<file path="src/dead_stop_positioning_supervisor_pad.sv">
`timescale 1ns/1ns

</file>
<file path="src/dead_stop_pkg.sv">
package dead_stop_pkg;
    // register byte offsets, one aligned 32-bit word each
    localparam logic [7:0] OFS_CTRL = 8'h00;
    localparam logic [7:0] OFS_ZERO_OFFSET = 8'h04;
    localparam logic [7:0] OFS_TRAVEL_MIN = 8'h08;
    localparam logic [7:0] OFS_TRAVEL_MAX = 8'h0C;
    localparam logic [7:0] OFS_WORK_MIN = 8'h10;
    localparam logic [7:0] OFS_WORK_MAX = 8'h14;
    localparam logic [7:0] OFS_PARAM_OVERRIDE = 8'h18;
    localparam logic [7:0] OFS_INT_ADDR = 8'h1C;
    localparam logic [7:0] OFS_STATUS = 8'h20;
    localparam logic [7:0] OFS_LOOP_GAIN = 8'h24;
    // field positions
    localparam int CTRL_INT_EN_BIT = 0;
    localparam int CTRL_OVR_EN_BIT = 1;
    localparam int ZO_DIR_BIT = 31;
    localparam int ZO_DEC3_BIT = 30;
    localparam int ZO_MAG_W = 24;
    localparam int ST_ERR78_BIT = 0;
    localparam int ST_REACHED_BIT = 1;
    localparam int ST_MISSED_BIT = 2;
    localparam int PCT_W = 7;
    localparam int ADDR_W = 16;
    localparam int GAIN_W = 16;
    // reset values
    localparam logic [31:0] RST_WORD = 32'h0000_0000;
    localparam logic [15:0] RST_GAIN = 16'h0001;
    localparam logic [6:0] FULL_SPEED_PCT = 7'h64;
    // fixed figures of the dead-stop behaviour
    localparam logic [47:0] FOLLOW_HIT_FACTOR = 48'h0000_0000_0004;
    localparam logic [47:0] FOLLOW_MISS_FACTOR = 48'h0000_0000_0005;
    localparam logic [31:0] DEC2_TO_DEC3 = 32'h0000_000A;
    localparam logic [1:0] TASK_FIRST = 2'h1;
    localparam logic [1:0] ADV_NEXT = 2'h1;
    localparam logic [1:0] ADV_SKIP = 2'h2;
    localparam int BLANK_TIME_MS = 20;
    localparam int CLK_FREQ_KHZ = 125000;
    localparam int BLANK_CYCLES = BLANK_TIME_MS * CLK_FREQ_KHZ;
    localparam int BLANK_W = 22;

    typedef enum logic [1:0] {
        CMD_TORQUE_LIMIT = 2'b00,
        CMD_DS_ABS = 2'b01,
        CMD_DS_INC = 2'b10,
        CMD_OVERRIDE = 2'b11
    } cmd_kind_type;

    // arg: torque [15:8] approach, [7:0] hold; abs target; inc distance;
    // override percent in [6:0]
    typedef struct packed {
        cmd_kind_type kind;
        logic [31:0] arg;
    } prog_cmd_type;

    typedef enum logic [1:0] {
        DS_IDLE = 2'b00,
        DS_BLANK = 2'b01,
        DS_SEEK = 2'b10
    } ds_state_type;
endpackage

</file>
<file path="src/dead_stop_positioning_supervisor.sv">
// The register offsets and register access over APB are this design's own decisions.
`timescale 1ns/1ns
module dead_stop_positioning_supervisor
    import dead_stop_pkg::*;
#(
    parameter int BLANK_COUNT = BLANK_CYCLES // shorten for simulation
) (
    input wire logic clk, // 125 MHz
    input wire logic rst, // synchronous, active high
    input wire logic psel, // apb select
    input wire logic penable, // apb access phase
    input wire logic pwrite, // apb direction
    input wire logic [7:0] paddr, // apb byte address
    input wire logic [31:0] pwdata, // apb write data
    output logic [31:0] prdata, // apb read data
    output logic pready, // apb ready
    output logic pslverr, // apb error on unmapped address
    input wire logic cmd_valid, // one-cycle program command strobe
    input wire prog_cmd_type cmd, // program command
    input wire logic signed [31:0] act_pos, // actual position
    input wire logic [31:0] cmd_speed, // commanded speed
    input wire logic [31:0] follow_err, // following error magnitude
    input wire logic follow_fault, // drive cannot follow
    input wire logic auto_mode, // automatic mode on
    input wire logic homing, // homing cycle running
    input wire logic [1:0] task_id, // running program task
    input wire logic in_rts_sub, // inside return-closed subprogram
    input wire logic int_event, // external switching signal pulse
    output logic advance_valid, // block advance pulse
    output logic [1:0] advance_by, // blocks to advance
    output logic jump_valid, // interrupt jump pulse
    output logic [ADDR_W-1:0] jump_addr, // interrupt target block
    output logic [7:0] torque_limit, // active torque limit percent
    output logic torque_active, // torque limit in force
    output logic error78, // drive error 78 sticky
    output logic [PCT_W-1:0] override_pct, // effective speed percent
    output logic signed [31:0] work_min, // working range low
    output logic signed [31:0] work_max // working range high
);

    ////////////////////////////////////////////////////////////////////////
    // registers
    logic [31:0] ctrl_r;
    logic [31:0] zero_ofs_r;
    logic signed [31:0] travel_min_r;
    logic signed [31:0] travel_max_r;
    logic [PCT_W-1:0] param_ovr_r;
    logic [ADDR_W-1:0] int_addr_r;
    logic [GAIN_W-1:0] gain_r;
    logic [31:0] prdata_r;
    logic pready_r;
    logic pslverr_r;
    logic err78_r;
    logic reached_r;
    logic missed_r;
    ds_state_type state_r;
    ds_state_type state_nxt;
    logic [BLANK_W-1:0] blank_r;
    logic signed [31:0] start_pos_r;
    logic [31:0] path_r;
    logic [7:0] tq_approach_r;
    logic [7:0] tq_hold_r;
    logic tq_set_r;
    logic at_stop_r;
    logic prog_ovr_valid_r;
    logic [PCT_W-1:0] prog_ovr_r;
    logic adv_valid_r;
    logic [1:0] adv_by_r;
    logic jump_valid_r;
    logic [ADDR_W-1:0] jump_addr_r;
    logic [7:0] torque_r;
    logic torque_act_r;
    logic [PCT_W-1:0] ovr_r;
    logic signed [31:0] work_min_r;
    logic signed [31:0] work_max_r;

    ////////////////////////////////////////////////////////////////////////
    // apb decode
    wire logic access = psel && penable;
    wire logic wr_en = access && pready_r && pwrite;
    wire logic wr_ctrl = wr_en && paddr == OFS_CTRL;
    wire logic wr_zero = wr_en && paddr == OFS_ZERO_OFFSET;
    wire logic wr_tmin = wr_en && paddr == OFS_TRAVEL_MIN;
    wire logic wr_tmax = wr_en && paddr == OFS_TRAVEL_MAX;
    wire logic wr_povr = wr_en && paddr == OFS_PARAM_OVERRIDE;
    wire logic wr_iadr = wr_en && paddr == OFS_INT_ADDR;
    wire logic wr_stat = wr_en && paddr == OFS_STATUS;
    wire logic wr_gain = wr_en && paddr == OFS_LOOP_GAIN;
    wire logic [31:0] status_word = {27'h0, state_r, missed_r, reached_r,
        err78_r};
    logic [31:0] rd_word;
    logic rd_hit;
    always_comb begin
        rd_hit = 1'b1;
        unique case (paddr)
            OFS_CTRL: rd_word = ctrl_r;
            OFS_ZERO_OFFSET: rd_word = zero_ofs_r;
            OFS_TRAVEL_MIN: rd_word = travel_min_r;
            OFS_TRAVEL_MAX: rd_word = travel_max_r;
            OFS_WORK_MIN: rd_word = work_min_r;
            OFS_WORK_MAX: rd_word = work_max_r;
            OFS_PARAM_OVERRIDE: rd_word = {25'h0, param_ovr_r};
            OFS_INT_ADDR: rd_word = {16'h0, int_addr_r};
            OFS_STATUS: rd_word = status_word;
            OFS_LOOP_GAIN: rd_word = {16'h0, gain_r};
            default: begin
                rd_word = RST_WORD;
                rd_hit = 1'b0;
            end
        endcase
    end

    // one wait state: ready and data come from flops
    always_ff @(posedge clk) begin
        if (rst) begin
            pready_r <= 1'b0;
            pslverr_r <= 1'b0;
            prdata_r <= RST_WORD;
        end else begin
            pready_r <= access && !pready_r;
            pslverr_r <= access && !pready_r && !rd_hit;
            prdata_r <= (access && !pready_r) ? rd_word : RST_WORD;
        end
    end

    always_ff @(posedge clk) begin
        if (rst) begin
            ctrl_r <= RST_WORD;
            zero_ofs_r <= RST_WORD;
            travel_min_r <= RST_WORD;
            travel_max_r <= RST_WORD;
            param_ovr_r <= FULL_SPEED_PCT;
            int_addr_r <= RST_WORD[ADDR_W-1:0];
            gain_r <= RST_GAIN;
        end else begin
            if (wr_ctrl) ctrl_r <= pwdata;
            if (wr_zero) zero_ofs_r <= pwdata;
            if (wr_tmin) travel_min_r <= pwdata;
            if (wr_tmax) travel_max_r <= pwdata;
            if (wr_povr) param_ovr_r <= pwdata[PCT_W-1:0];
            if (wr_iadr) int_addr_r <= pwdata[ADDR_W-1:0];
            if (wr_gain) gain_r <= pwdata[GAIN_W-1:0];
        end
    end

    ////////////////////////////////////////////////////////////////////////
    // working range; limits stay relative to reference, offset shifts them
    wire logic [31:0] ofs_mag_raw = {8'h0, zero_ofs_r[ZO_MAG_W-1:0]};
    wire logic [31:0] ofs_mag = zero_ofs_r[ZO_DEC3_BIT] ? ofs_mag_raw :
        32'(ofs_mag_raw * DEC2_TO_DEC3);
    wire logic signed [31:0] ofs_signed = zero_ofs_r[ZO_DIR_BIT] ?
        $signed(ofs_mag) : -$signed(ofs_mag);
    wire logic signed [31:0] work_min_nxt = travel_min_r + ofs_signed;
    wire logic signed [31:0] work_max_nxt = travel_max_r + ofs_signed;

    ////////////////////////////////////////////////////////////////////////
    // dead-stop supervision; products avoid a divider for speed/gain
    wire logic ds_cmd = cmd_valid &&
        (cmd.kind == CMD_DS_ABS || cmd.kind == CMD_DS_INC);
    wire logic tq_cmd = cmd_valid && cmd.kind == CMD_TORQUE_LIMIT;
    wire logic signed [31:0] to_target = $signed(cmd.arg) - act_pos;
    wire logic [31:0] path_nxt = (cmd.kind == CMD_DS_ABS) ?
        (to_target[31] ? 32'(-to_target) : to_target) :
        (cmd.arg[31] ? 32'(-$signed(cmd.arg)) : cmd.arg);
    wire logic signed [31:0] moved_s = act_pos - start_pos_r;
    wire logic [31:0] moved = moved_s[31] ? 32'(-moved_s) : moved_s;
    wire logic [31:0] excess = (moved > path_r) ? moved - path_r : RST_WORD;
    wire logic [47:0] err_scaled = follow_err * gain_r;
    wire logic [47:0] exc_scaled = excess * gain_r;
    wire logic [47:0] speed_w = {16'h0, cmd_speed};
    wire logic stop_hit = err_scaled >= speed_w * FOLLOW_HIT_FACTOR;
    wire logic stop_miss = moved > path_r &&
        exc_scaled >= speed_w * FOLLOW_MISS_FACTOR;
    wire logic blank_done = blank_r == BLANK_W'(BLANK_COUNT - 1);

    always_comb begin
        state_nxt = state_r;
        unique case (state_r)
            DS_IDLE: if (ds_cmd) state_nxt = DS_BLANK;
            DS_BLANK: if (blank_done) state_nxt = DS_SEEK;
            DS_SEEK: if (stop_hit || stop_miss) state_nxt = DS_IDLE;
            default: state_nxt = DS_IDLE;
        endcase
    end

    always_ff @(posedge clk) begin
        if (rst) begin
            state_r <= DS_IDLE;
            blank_r <= '0;
        end else begin
            state_r <= state_nxt;
            blank_r <= (state_r == DS_BLANK) ? blank_r + 1'b1 : '0;
        end
    end

    // a new command while one runs is ignored until it resolves
    always_ff @(posedge clk) begin
        if (rst) begin
            start_pos_r <= RST_WORD;
            path_r <= RST_WORD;
        end else if (ds_cmd && state_r == DS_IDLE) begin
            start_pos_r <= act_pos;
            path_r <= path_nxt;
        end
    end

    wire logic seek_hit = state_r == DS_SEEK && stop_hit;
    wire logic seek_miss = state_r == DS_SEEK && !stop_hit && stop_miss;
    wire logic [1:0] adv_nxt = seek_hit ? ADV_SKIP : ADV_NEXT;

    always_ff @(posedge clk) begin
        if (rst) begin
            adv_valid_r <= 1'b0;
            adv_by_r <= 2'h0;
        end else begin
            adv_valid_r <= seek_hit || seek_miss;
            adv_by_r <= (seek_hit || seek_miss) ? adv_nxt : 2'h0;
        end
    end

    // torque: approach limit in the run, hold limit once at the stop
    always_ff @(posedge clk) begin
        if (rst) begin
            tq_approach_r <= 8'h00;
            tq_hold_r <= 8'h00;
            tq_set_r <= 1'b0;
            at_stop_r <= 1'b0;
        end else begin
            if (tq_cmd) begin
                tq_approach_r <= cmd.arg[15:8];
                tq_hold_r <= cmd.arg[7:0];
                tq_set_r <= 1'b1;
            end
            if (tq_cmd || (ds_cmd && state_r == DS_IDLE)) at_stop_r <= 1'b0;
            else if (seek_hit) at_stop_r <= 1'b1;
        end
    end

    wire logic tq_run = tq_set_r && state_r != DS_IDLE;
    wire logic err78_set = tq_run && follow_fault;
    always_ff @(posedge clk) begin
        if (rst) begin
            err78_r <= 1'b0;
            reached_r <= 1'b0;
            missed_r <= 1'b0;
            torque_r <= 8'h00;
            torque_act_r <= 1'b0;
        end else begin
            // set wins over a write-one clear in the same cycle
            err78_r <= err78_set ||
                (err78_r && !(wr_stat && pwdata[ST_ERR78_BIT]));
            reached_r <= seek_hit ||
                (reached_r && !(wr_stat && pwdata[ST_REACHED_BIT]));
            missed_r <= seek_miss ||
                (missed_r && !(wr_stat && pwdata[ST_MISSED_BIT]));
            torque_r <= at_stop_r ? tq_hold_r : tq_approach_r;
            torque_act_r <= tq_set_r;
        end
    end

    ////////////////////////////////////////////////////////////////////////
    // interrupt vector; no return address is kept on purpose
    wire logic int_take = int_event && ctrl_r[CTRL_INT_EN_BIT] &&
        auto_mode && task_id == TASK_FIRST && !in_rts_sub;
    always_ff @(posedge clk) begin
        if (rst) begin
            jump_valid_r <= 1'b0;
            jump_addr_r <= RST_WORD[ADDR_W-1:0];
        end else begin
            jump_valid_r <= int_take;
            if (int_take) jump_addr_r <= int_addr_r;
        end
    end

    ////////////////////////////////////////////////////////////////////////
    // speed override
    wire logic ovr_cmd = cmd_valid && cmd.kind == CMD_OVERRIDE;
    wire logic [PCT_W-1:0] ovr_nxt = homing ? FULL_SPEED_PCT :
        prog_ovr_valid_r ? prog_ovr_r :
        ctrl_r[CTRL_OVR_EN_BIT] ? param_ovr_r : FULL_SPEED_PCT;
    always_ff @(posedge clk) begin
        if (rst) begin
            prog_ovr_valid_r <= 1'b0;
            prog_ovr_r <= FULL_SPEED_PCT;
            ovr_r <= FULL_SPEED_PCT;
            work_min_r <= RST_WORD;
            work_max_r <= RST_WORD;
        end else begin
            if (!auto_mode) prog_ovr_valid_r <= 1'b0;
            else if (ovr_cmd) prog_ovr_valid_r <= 1'b1;
            if (ovr_cmd && auto_mode) prog_ovr_r <= cmd.arg[PCT_W-1:0];
            ovr_r <= ovr_nxt;
            work_min_r <= work_min_nxt;
            work_max_r <= work_max_nxt;
        end
    end

    assign prdata = prdata_r;
    assign pready = pready_r;
    assign pslverr = pslverr_r;
    assign advance_valid = adv_valid_r;
    assign advance_by = adv_by_r;
    assign jump_valid = jump_valid_r;
    assign jump_addr = jump_addr_r;
    assign torque_limit = torque_r;
    assign torque_active = torque_act_r;
    assign error78 = err78_r;
    assign override_pct = ovr_r;
    assign work_min = work_min_r;
    assign work_max = work_max_r;
endmodule // dead_stop_positioning_supervisor

</file>
<file path="config.mk">
export PLATFORM = sky130hd
export DESIGN_NAME = dead_stop_positioning_supervisor
export DESIGN_NICKNAME = d
export VERILOG_FILES = /design/src/dead_stop_positioning_supervisor_pad.sv /design/src/dead_stop_pkg.sv /design/src/dead_stop_positioning_supervisor.sv
export SDC_FILE = /design/constraint.sdc
export NUM_CORES = 2
export LEC_CHECK = 0
export ABC_CLOCK_PERIOD_IN_PS = 21500
export BUFFER_PORTS_ARGS = -buffer_cell sky130_fd_sc_hd__buf_2
export CAP_MARGIN = 20
export CORE_MARGIN = 2
export CORE_UTILIZATION = 45
export DETAILED_ROUTE_END_ITERATION = 6
export PLACE_DENSITY = 0.6
export SKIP_CTS_REPAIR_TIMING = 1
export SLEW_MARGIN = 25
export SYNTH_ARGS = -nofsm -noshare
export SYNTH_HDL_FRONTEND = slang
export SYNTH_SLANG_ARGS = --single-unit
</file>
<file path="constraint.sdc">
create_clock -name clk -period 21.5 [get_ports clk]
set_input_delay 2.15 -clock clk [delete_from_list [all_inputs] [get_ports clk]]
set_output_delay 2.15 -clock clk [all_outputs]
set_load 0.01 [all_outputs]
</file>
# Yosys cells after proc, flatten, opt, wreduce, memory -nomap -nowiden
# Cells that the tools add are included.
op_classes:
  add_sub_neg: 10
  n_eq_ne: 19
  mux: 17
  n_reduce_logical: 60
  n_bitwise: 4
  n_lt_le_gt_ge: 3
  mul: 4
ops:
  columns: ["operator", "count"]
  rows:
  - ["$pmux W32 S10", 1]
  - ["$mux W32", 6]
  - ["$mul A32 B16 Y48", 2]
  - ["$neg A32 Y32", 3]
  - ["$sub A32 B32 Y32", 3]
  - ["$add A32 B32 Y32", 2]
  - ["$ge A48 B34 Y1", 1]
  - ["$ge A48 B35 Y1", 1]
  - ["$mul A32 B3 Y35 const B", 1]
  - ["$logic_and A1 B1 Y1", 34]
  - ["$eq A8 B5 Y1 const B", 4]
  - ["$gt A32 B32 Y1", 1]
  - ["$neg A28 Y32", 1]
  - ["$mux W28", 1]
  - ["$mul A24 B3 Y27 const B", 1]
  - ["$add A22 B1 Y22 const B", 1]
  - ["$eq A22 B22 Y1 const B", 1]
  - ["$eq A8 B4 Y1 const B", 2]
  - ["$eq A8 B6 Y1 const B", 2]
  - ["$mux W7", 2]
  - ["$reduce_or A2 Y1", 6]
  - ["$reduce_or A10 Y1", 1]
  - ["$eq A8 B3 Y1 const B", 1]
  - ["$logic_not A8 Y1", 1]
  - ["13 further kinds", 38]
word_totals:
  reg_bits: 418
  wordCells: 149

# Logic depth before layout (Yosys ltp)
logic_depth:
  depth_word: 12
  mapped_depth: 64
  mapped_depth_nobuf: 62

# Worst setup path before layout
# OpenSTA, ideal clock, no wires.
synth_path:
  path_type: "input to register"
  start: "input act_pos[7]"
  end: "register adv_valid_r (netlist: advance_valid)"
  cell_stages: 59
  t_arrival_ns: 15.577
  n_path_buf: 2
  required_time_ns: 21.380
  setup_slack_ns: 5.803
  path_cell_list: "ha_1 a21o_1 a21oi_1 nor2b_1 a2111oi_1 a2111o_1 o211ai_1 a21o_1 a211o_1 a21oi_1 xnor2_1 clkbuf_1 nor2_1 xnor2_1 ha_1 nor2b_1 o21ai_0 a21boi_0 (+23 left out) a211oi_1 nor3_1 nor2_1 nor2_1 or3_1 a21oi_1 xnor2_1 ha_1 a211o_1 a2111oi_0 o22ai_1 a2111oi_0 o211a_1 or4b_1 nor4_1 a41oi_1 and4b_1 or2_1"
synth_via:
  elab_chain_cells: 10
  elab_cells_between_ends: 11
synth_lines:
  columns: ["item", "line", "text"]
  rows:
  - ["from (decl)", "dead_stop_positioning_supervisor.sv:20", "input wire logic signed [31:0] act_pos,"]
  - ["$sub A32 B32 Y32 *", "dead_stop_positioning_supervisor.sv:165", "wire logic signed [31:0] moved_s = act_pos - start_pos_r;"]
  - ["$neg A32 Y32", "dead_stop_positioning_supervisor.sv:166", "wire logic [31:0] moved = moved_s[31] ? 32'(-moved_s) : moved_s;"]
  - ["$mux W32 *", "dead_stop_positioning_supervisor.sv:166", null]
  - ["$sub A32 B32 Y32 or $gt A32 B32 Y1 (tied branches)", "dead_stop_positioning_supervisor.sv:167, dead_stop_positioning_supervisor.sv:172", null]
  - ["$mux W32", "dead_stop_positioning_supervisor.sv:167", "wire logic [31:0] excess = (moved > path_r) ? moved - path_r : RST_WORD;"]
  - ["$mul A32 B16 Y48", "dead_stop_positioning_supervisor.sv:169", "wire logic [47:0] exc_scaled = excess * gain_r;"]
  - ["$ge A48 B35 Y1", "dead_stop_positioning_supervisor.sv:173", "exc_scaled >= speed_w * FOLLOW_MISS_FACTOR;"]
  - ["$logic_and A1 B1 Y1 *", "dead_stop_positioning_supervisor.sv:172", "wire logic stop_miss = moved > path_r &&"]
  - ["$logic_and A1 B1 Y1 *", "dead_stop_positioning_supervisor.sv:208", "wire logic seek_miss = state_r == DS_SEEK && !stop_hit && stop_miss;"]
  - ["$logic_or A1 B1 Y1 *", "dead_stop_positioning_supervisor.sv:216", "adv_valid_r <= seek_hit || seek_miss;"]
  - ["to (signal assigned)", "dead_stop_positioning_supervisor.sv:216", null]
  - ["to (decl)", "dead_stop_positioning_supervisor.sv:67", "logic adv_valid_r;"]
# Every way passes the cells marked *; elsewhere a longest branch is shown, timed or not.
# A chain may end at the register's enable or synchronous reset.

# Final worst setup path
# Same ends and word-level chain as after synthesis.

==> summary.md <==
| Metric | Value |
|---|---|
| Clk pin slew, worst setup/hold paths | `0.06 ns` |
| CTS buffer count | `44` |
| Final wirelength | `about 200000 um` |
| Sequential share of the synthesized area | `0.131` |
| Post-Synth XOR/XNOR Area | `0.0506` |
| Yosys warning total | `0` |
| Multi-input gate area | `50100 sq um` |
| Share of layout cells above drive strength 1 | `0.0726` |
| Crit-path slowest cell | `and2_1` |
| Hold Path Sink | `start_pos_r[12]` |
| Worst-Margin Slew | `1.11 ns` |
| Final hold vios | `0` |
| Final min period | `18.11 ns` |
| CP top delay family | `compound AO/OA/AOI/OAI gates` |
| Max VDD drop | `0.0000846 V` |
| Synth Cell Area | `63800 sq um` |
| Total GRT Usage | `0.280` |
| Top_reg_cell synth | `dfxtp_1` |
| Global-route wire length before repair | `about 320000 um` |
| Vias in the first global route | `about 56000` |
| Boundary Pins | `approximately 320` |
| Largest family of logic cells by synthesized area | `adder cells` |
| Netlist cell types | `105` |
| RSZ-0062 raised after global routing | `false` |
| Antenna Violating Nets Remaining | `0` |
| Max-slew headroom | `0.256` |
| Root buf cell | `clkbuf_16` |
| Top Metal Used | `met5` |
| Fin nets | `9550` |
| Synthesized-area fraction occupied by adder cells | `0.377` |
| Async SR Flop Fraction | `0` |
| R2r endpoint | `advance_valid` |
| Worst clock skew | `0.0615 ns` |
| Clock Path Buffers | `3` |
| Metal3 WL | `12300 um` |
| Mean Syn Cell Area | `8.07 sq um` |
| Simple-gate share of the synthesized area | `0.196` |
| Total die area | `145000 sq um` |
| Die W | `381 um` |
| Cells after Synth | `7908` |
| Synth Net Count | `9509` |
| H-tree levels | `2` |
| Post-DP Area | `67000 sq um` |
| Failing checks | `design-rule violations` |
| Overflow after GRT | `0` |
| Worst EP arrival | `18.60 ns` |
| Max-cap violations | `0` |
| Initial Util | `0.452` |
| Fillers | `~14000` |
| DRC viols | `4` |
| I/O Buffers | `317` |
| Register Area | `8390 sq um` |
| Area grow syn2layout | `7.50%` |
| Antenna violations before repair | `12` |
| Min Hold Slack | `0.454 ns` |
| Vias per std cell | `5.64` |
| Worst R2R Setup Slack | `4.73 ns` |
| CP Capture Type | `flop` |
| Worst Setup Path Type | `input pin to flop` |
| WP buf/inv | `7` |
| Fin crit share | `0.843` |
| Synth Register Bits | `418` |
| Multiplexer share of the synthesized area | `0.0143` |
| Slowest cell delay on critical path | `0.74 ns` |
| Met2 routed WL | `98400 um` |
| Core area | `141000 sq um` |
| Worst R2R Path Depth | `57` |
| Rows | `around 140` |
| WP data required | `between 20 and 25 ns` |
| Die height | `381 um` |
| CTS tree | `built` |
| CP Launch Type | `input pin` |
| Cell area after layout | `68600 sq um` |
| Drt initial violations | `4031` |
| Cell mode on critical path | `fa_1` |
| Routed wire length per instance | `between 20 and 25 um` |
| Final setup vio count | `0` |
| Post-route setup TNS | `0 ns` |
| Fin. max-slew vios | `0` |
| Min-delay src | `start_pos_r[12]` |
| Pleak | `31.1 nW` |
| Status | `complete, but fails checks` |
| DRT met1 WL | `86400 um` |
| DR vias | `55700` |
| Max Fclk | `55.2 MHz` |
| Drt pass-1 iters | `7` |
| Power Density | `55.5 nW/um^2` |
| Reg-to-reg critical path startpoint | `start_pos_r[7]` |
| Clk_lat worst skew | `0.62 ns` |
| Hold crit path type | `flop to flop` |
| GPL Wtd Cong | `0.930` |
| Synth Area in Compound Gates | `0.145` |
| Hold Crit Depth | `2` |
| Post-synth EDFFs | `0` |
| HPWL Detailed | `162000 um` |
| Clock Sinks | `418` |
| CP Max Fanout | `105` |
| Maximum number of pins on one net before global-route repair | `between 100 and 150` |
-- through the flow --
stage,setup WS [ns],power (W),util,instances
after CTS,3.55,0.00379,0.486,9874
after global routing,2.32,0.00404,0.486,9880
final,3.39,0.00381,0.486,9883
after detailed placement,2.98,0.00294,0.474,9793
after global placement,3.33,0.00292,0.474,9793
after floorplan,5.80,0.00220,-,7908
-- sequential cells by signal (all words and copies together) (netlist names), 2 cells and up --
register / cells
advance_by: 2
blank_r: 22
ctrl_r: 32
gain_r: 16
int_addr_r: 16
jump_addr: 16
override_pct: 7
param_ovr_r: 7
path_r: 32
prdata: 32
prog_ovr_r: 7
start_pos_r: 32
state_r: 2
torque_limit: 8
tq_approach_r: 8
tq_hold_r: 8
travel_max_r: 32
travel_min_r: 32
work_max: 32
work_min: 32
zero_ofs_r: 32
-- synth_stat cells (12+ instances only) --
cell type | n | share of area
a221oi_1 | 32 | 0.0044
nor3_1 | 81 | 0.0064
o21a_1 | 55 | 0.0065
xnor2_1 | 232 | 0.032
o211ai_1 | 26 | 0.0031
o21ai_0 | 209 | 0.016
a31oi_1 | 55 | 0.0054
nand2b_1 | 44 | 0.0043
a22oi_1 | 29 | 0.0034
nor4_1 | 18 | 0.0018
inv_1 | 1068 | 0.063
o31ai_1 | 30 | 0.0035
fa_1 | 843 | 0.26
dfxtp_1 | 418 | 0.13
o21bai_1 | 34 | 0.0040
and3_1 | 185 | 0.018
a211oi_1 | 48 | 0.0056
xor2_1 | 137 | 0.019
ha_1 | 575 | 0.11
nor3b_1 | 19 | 0.0022
a21oi_1 | 568 | 0.045
and2_1 | 246 | 0.024
or3_1 | 27 | 0.0026
a222oi_1 | 21 | 0.0033
and4_1 | 12 | 0.0016
clkbuf_1 | 377 | 0.022
nand3_1 | 105 | 0.0082
a211o_1 | 27 | 0.0037
or4_1 | 13 | 0.0015
nor2b_1 | 53 | 0.0052
mux2i_1 | 83 | 0.013
a21o_1 | 155 | 0.018
nor2_1 | 421 | 0.025
a22o_1 | 19 | 0.0026
or2_2 | 17 | 0.0017
nand2_1 | 1346 | 0.079
nand4_1 | 68 | 0.0067
-- cells by family after synthesis --
| group | after synthesis |
|---|---|
| muxes | 90 |
| buffers and inverters | 1468 |
| AOI/OAI and AO/OA | 1441 |
| xor gates and xnor gates | 369 |
| adders and majority gates | 1418 |
| DFF | 418 |
| and+or+nand+nor | 2704 |
-- cells in the final DEF (no fill, tap or decap), types with 18 or more instances in the layout --
cell       count
o21a_1        54
o31ai_1       30
a21o_1       155
a222oi_1      21
clkbuf_16     44
a21oi_1      568
nand4_1       68
nand3_1      105
and3_1       184
a31oi_1       55
a211o_1       27
inv_1       1068
nor3b_1       18
o21bai_1      34
nand2_1     1343
and2_1       246
o211ai_1      26
xnor2_1      229
o21ai_0      209
nor3_1        73
nor4_1        18
nor2b_1       53
a221oi_1      32
mux2i_1       83
xor2_1       136
a22oi_1       29
dfxtp_1      401
fa_1         843
a22o_1        19
nor2_1       414
a211oi_1      48
buf_4         77
buf_2        316
ha_1         574
nand2b_1      44
or3_1         26
-- cell type report --
cell class | instances | share of cell area
multi-input combinational | 6022 | 0.730
tap | 1890 | 0.0345
inverter | 1069 | 0.0585
timing repair buffer | 394 | 0.0317
clock inverter | 22 | 0.00474
antenna | 9 | 0.000328
sequential | 418 | 0.122
clock buffer | 59 | 0.0182
-- power breakdown --
part           internal (W)  leakage, nW  switching (W)  total [W]
logic              0.000680         26.9        0.00149    0.00217
registers          0.000787         3.38     0.00000839   0.000796
clock network      0.000486        0.767       0.000355   0.000841
total               0.00195         31.1        0.00185    0.00381
-- worst reg2reg max path, delay by kind of cell (launching register included) --
family                     cells  cell delay (ns)
muxes                          1             0.25
xor gates and xnor gates       2             0.30
buffers and inverters          7             1.21
and+or+nand+nor                9             2.48
AOI/OAI and AO/OA             28             7.63
DFF                            1             0.33
adders and majority gates     10             4.44
-- routing by layer --
| metal | vias to the layer above | GRT usage |
|---|---|---|
| met4 | 4 | 0.0965 |
| met1 | 27700 | 0.367 |
| met5 | - | 0 |
| met2 | 1774 | 0.476 |
| met3 | 359 | 0.0352 |
| li1 | 25900 | - |
-- worst max-delay path by stage --
stage / from / end / slack [ns] / cells past startpoint
finish: act_pos[7] / advance_valid / 3.39 / 57
global route: act_pos[7] / advance_valid / 2.32 / 57
CTS: act_pos[7] / advance_valid / 3.55 / 57
detailed placement: act_pos[7] / advance_valid / 2.98 / 57
global placement: act_pos[7] / advance_valid / 3.33 / 57
floorplan: act_pos[7] / advance_valid / 5.80 / 59
Power figures use the tool's default switching activity.
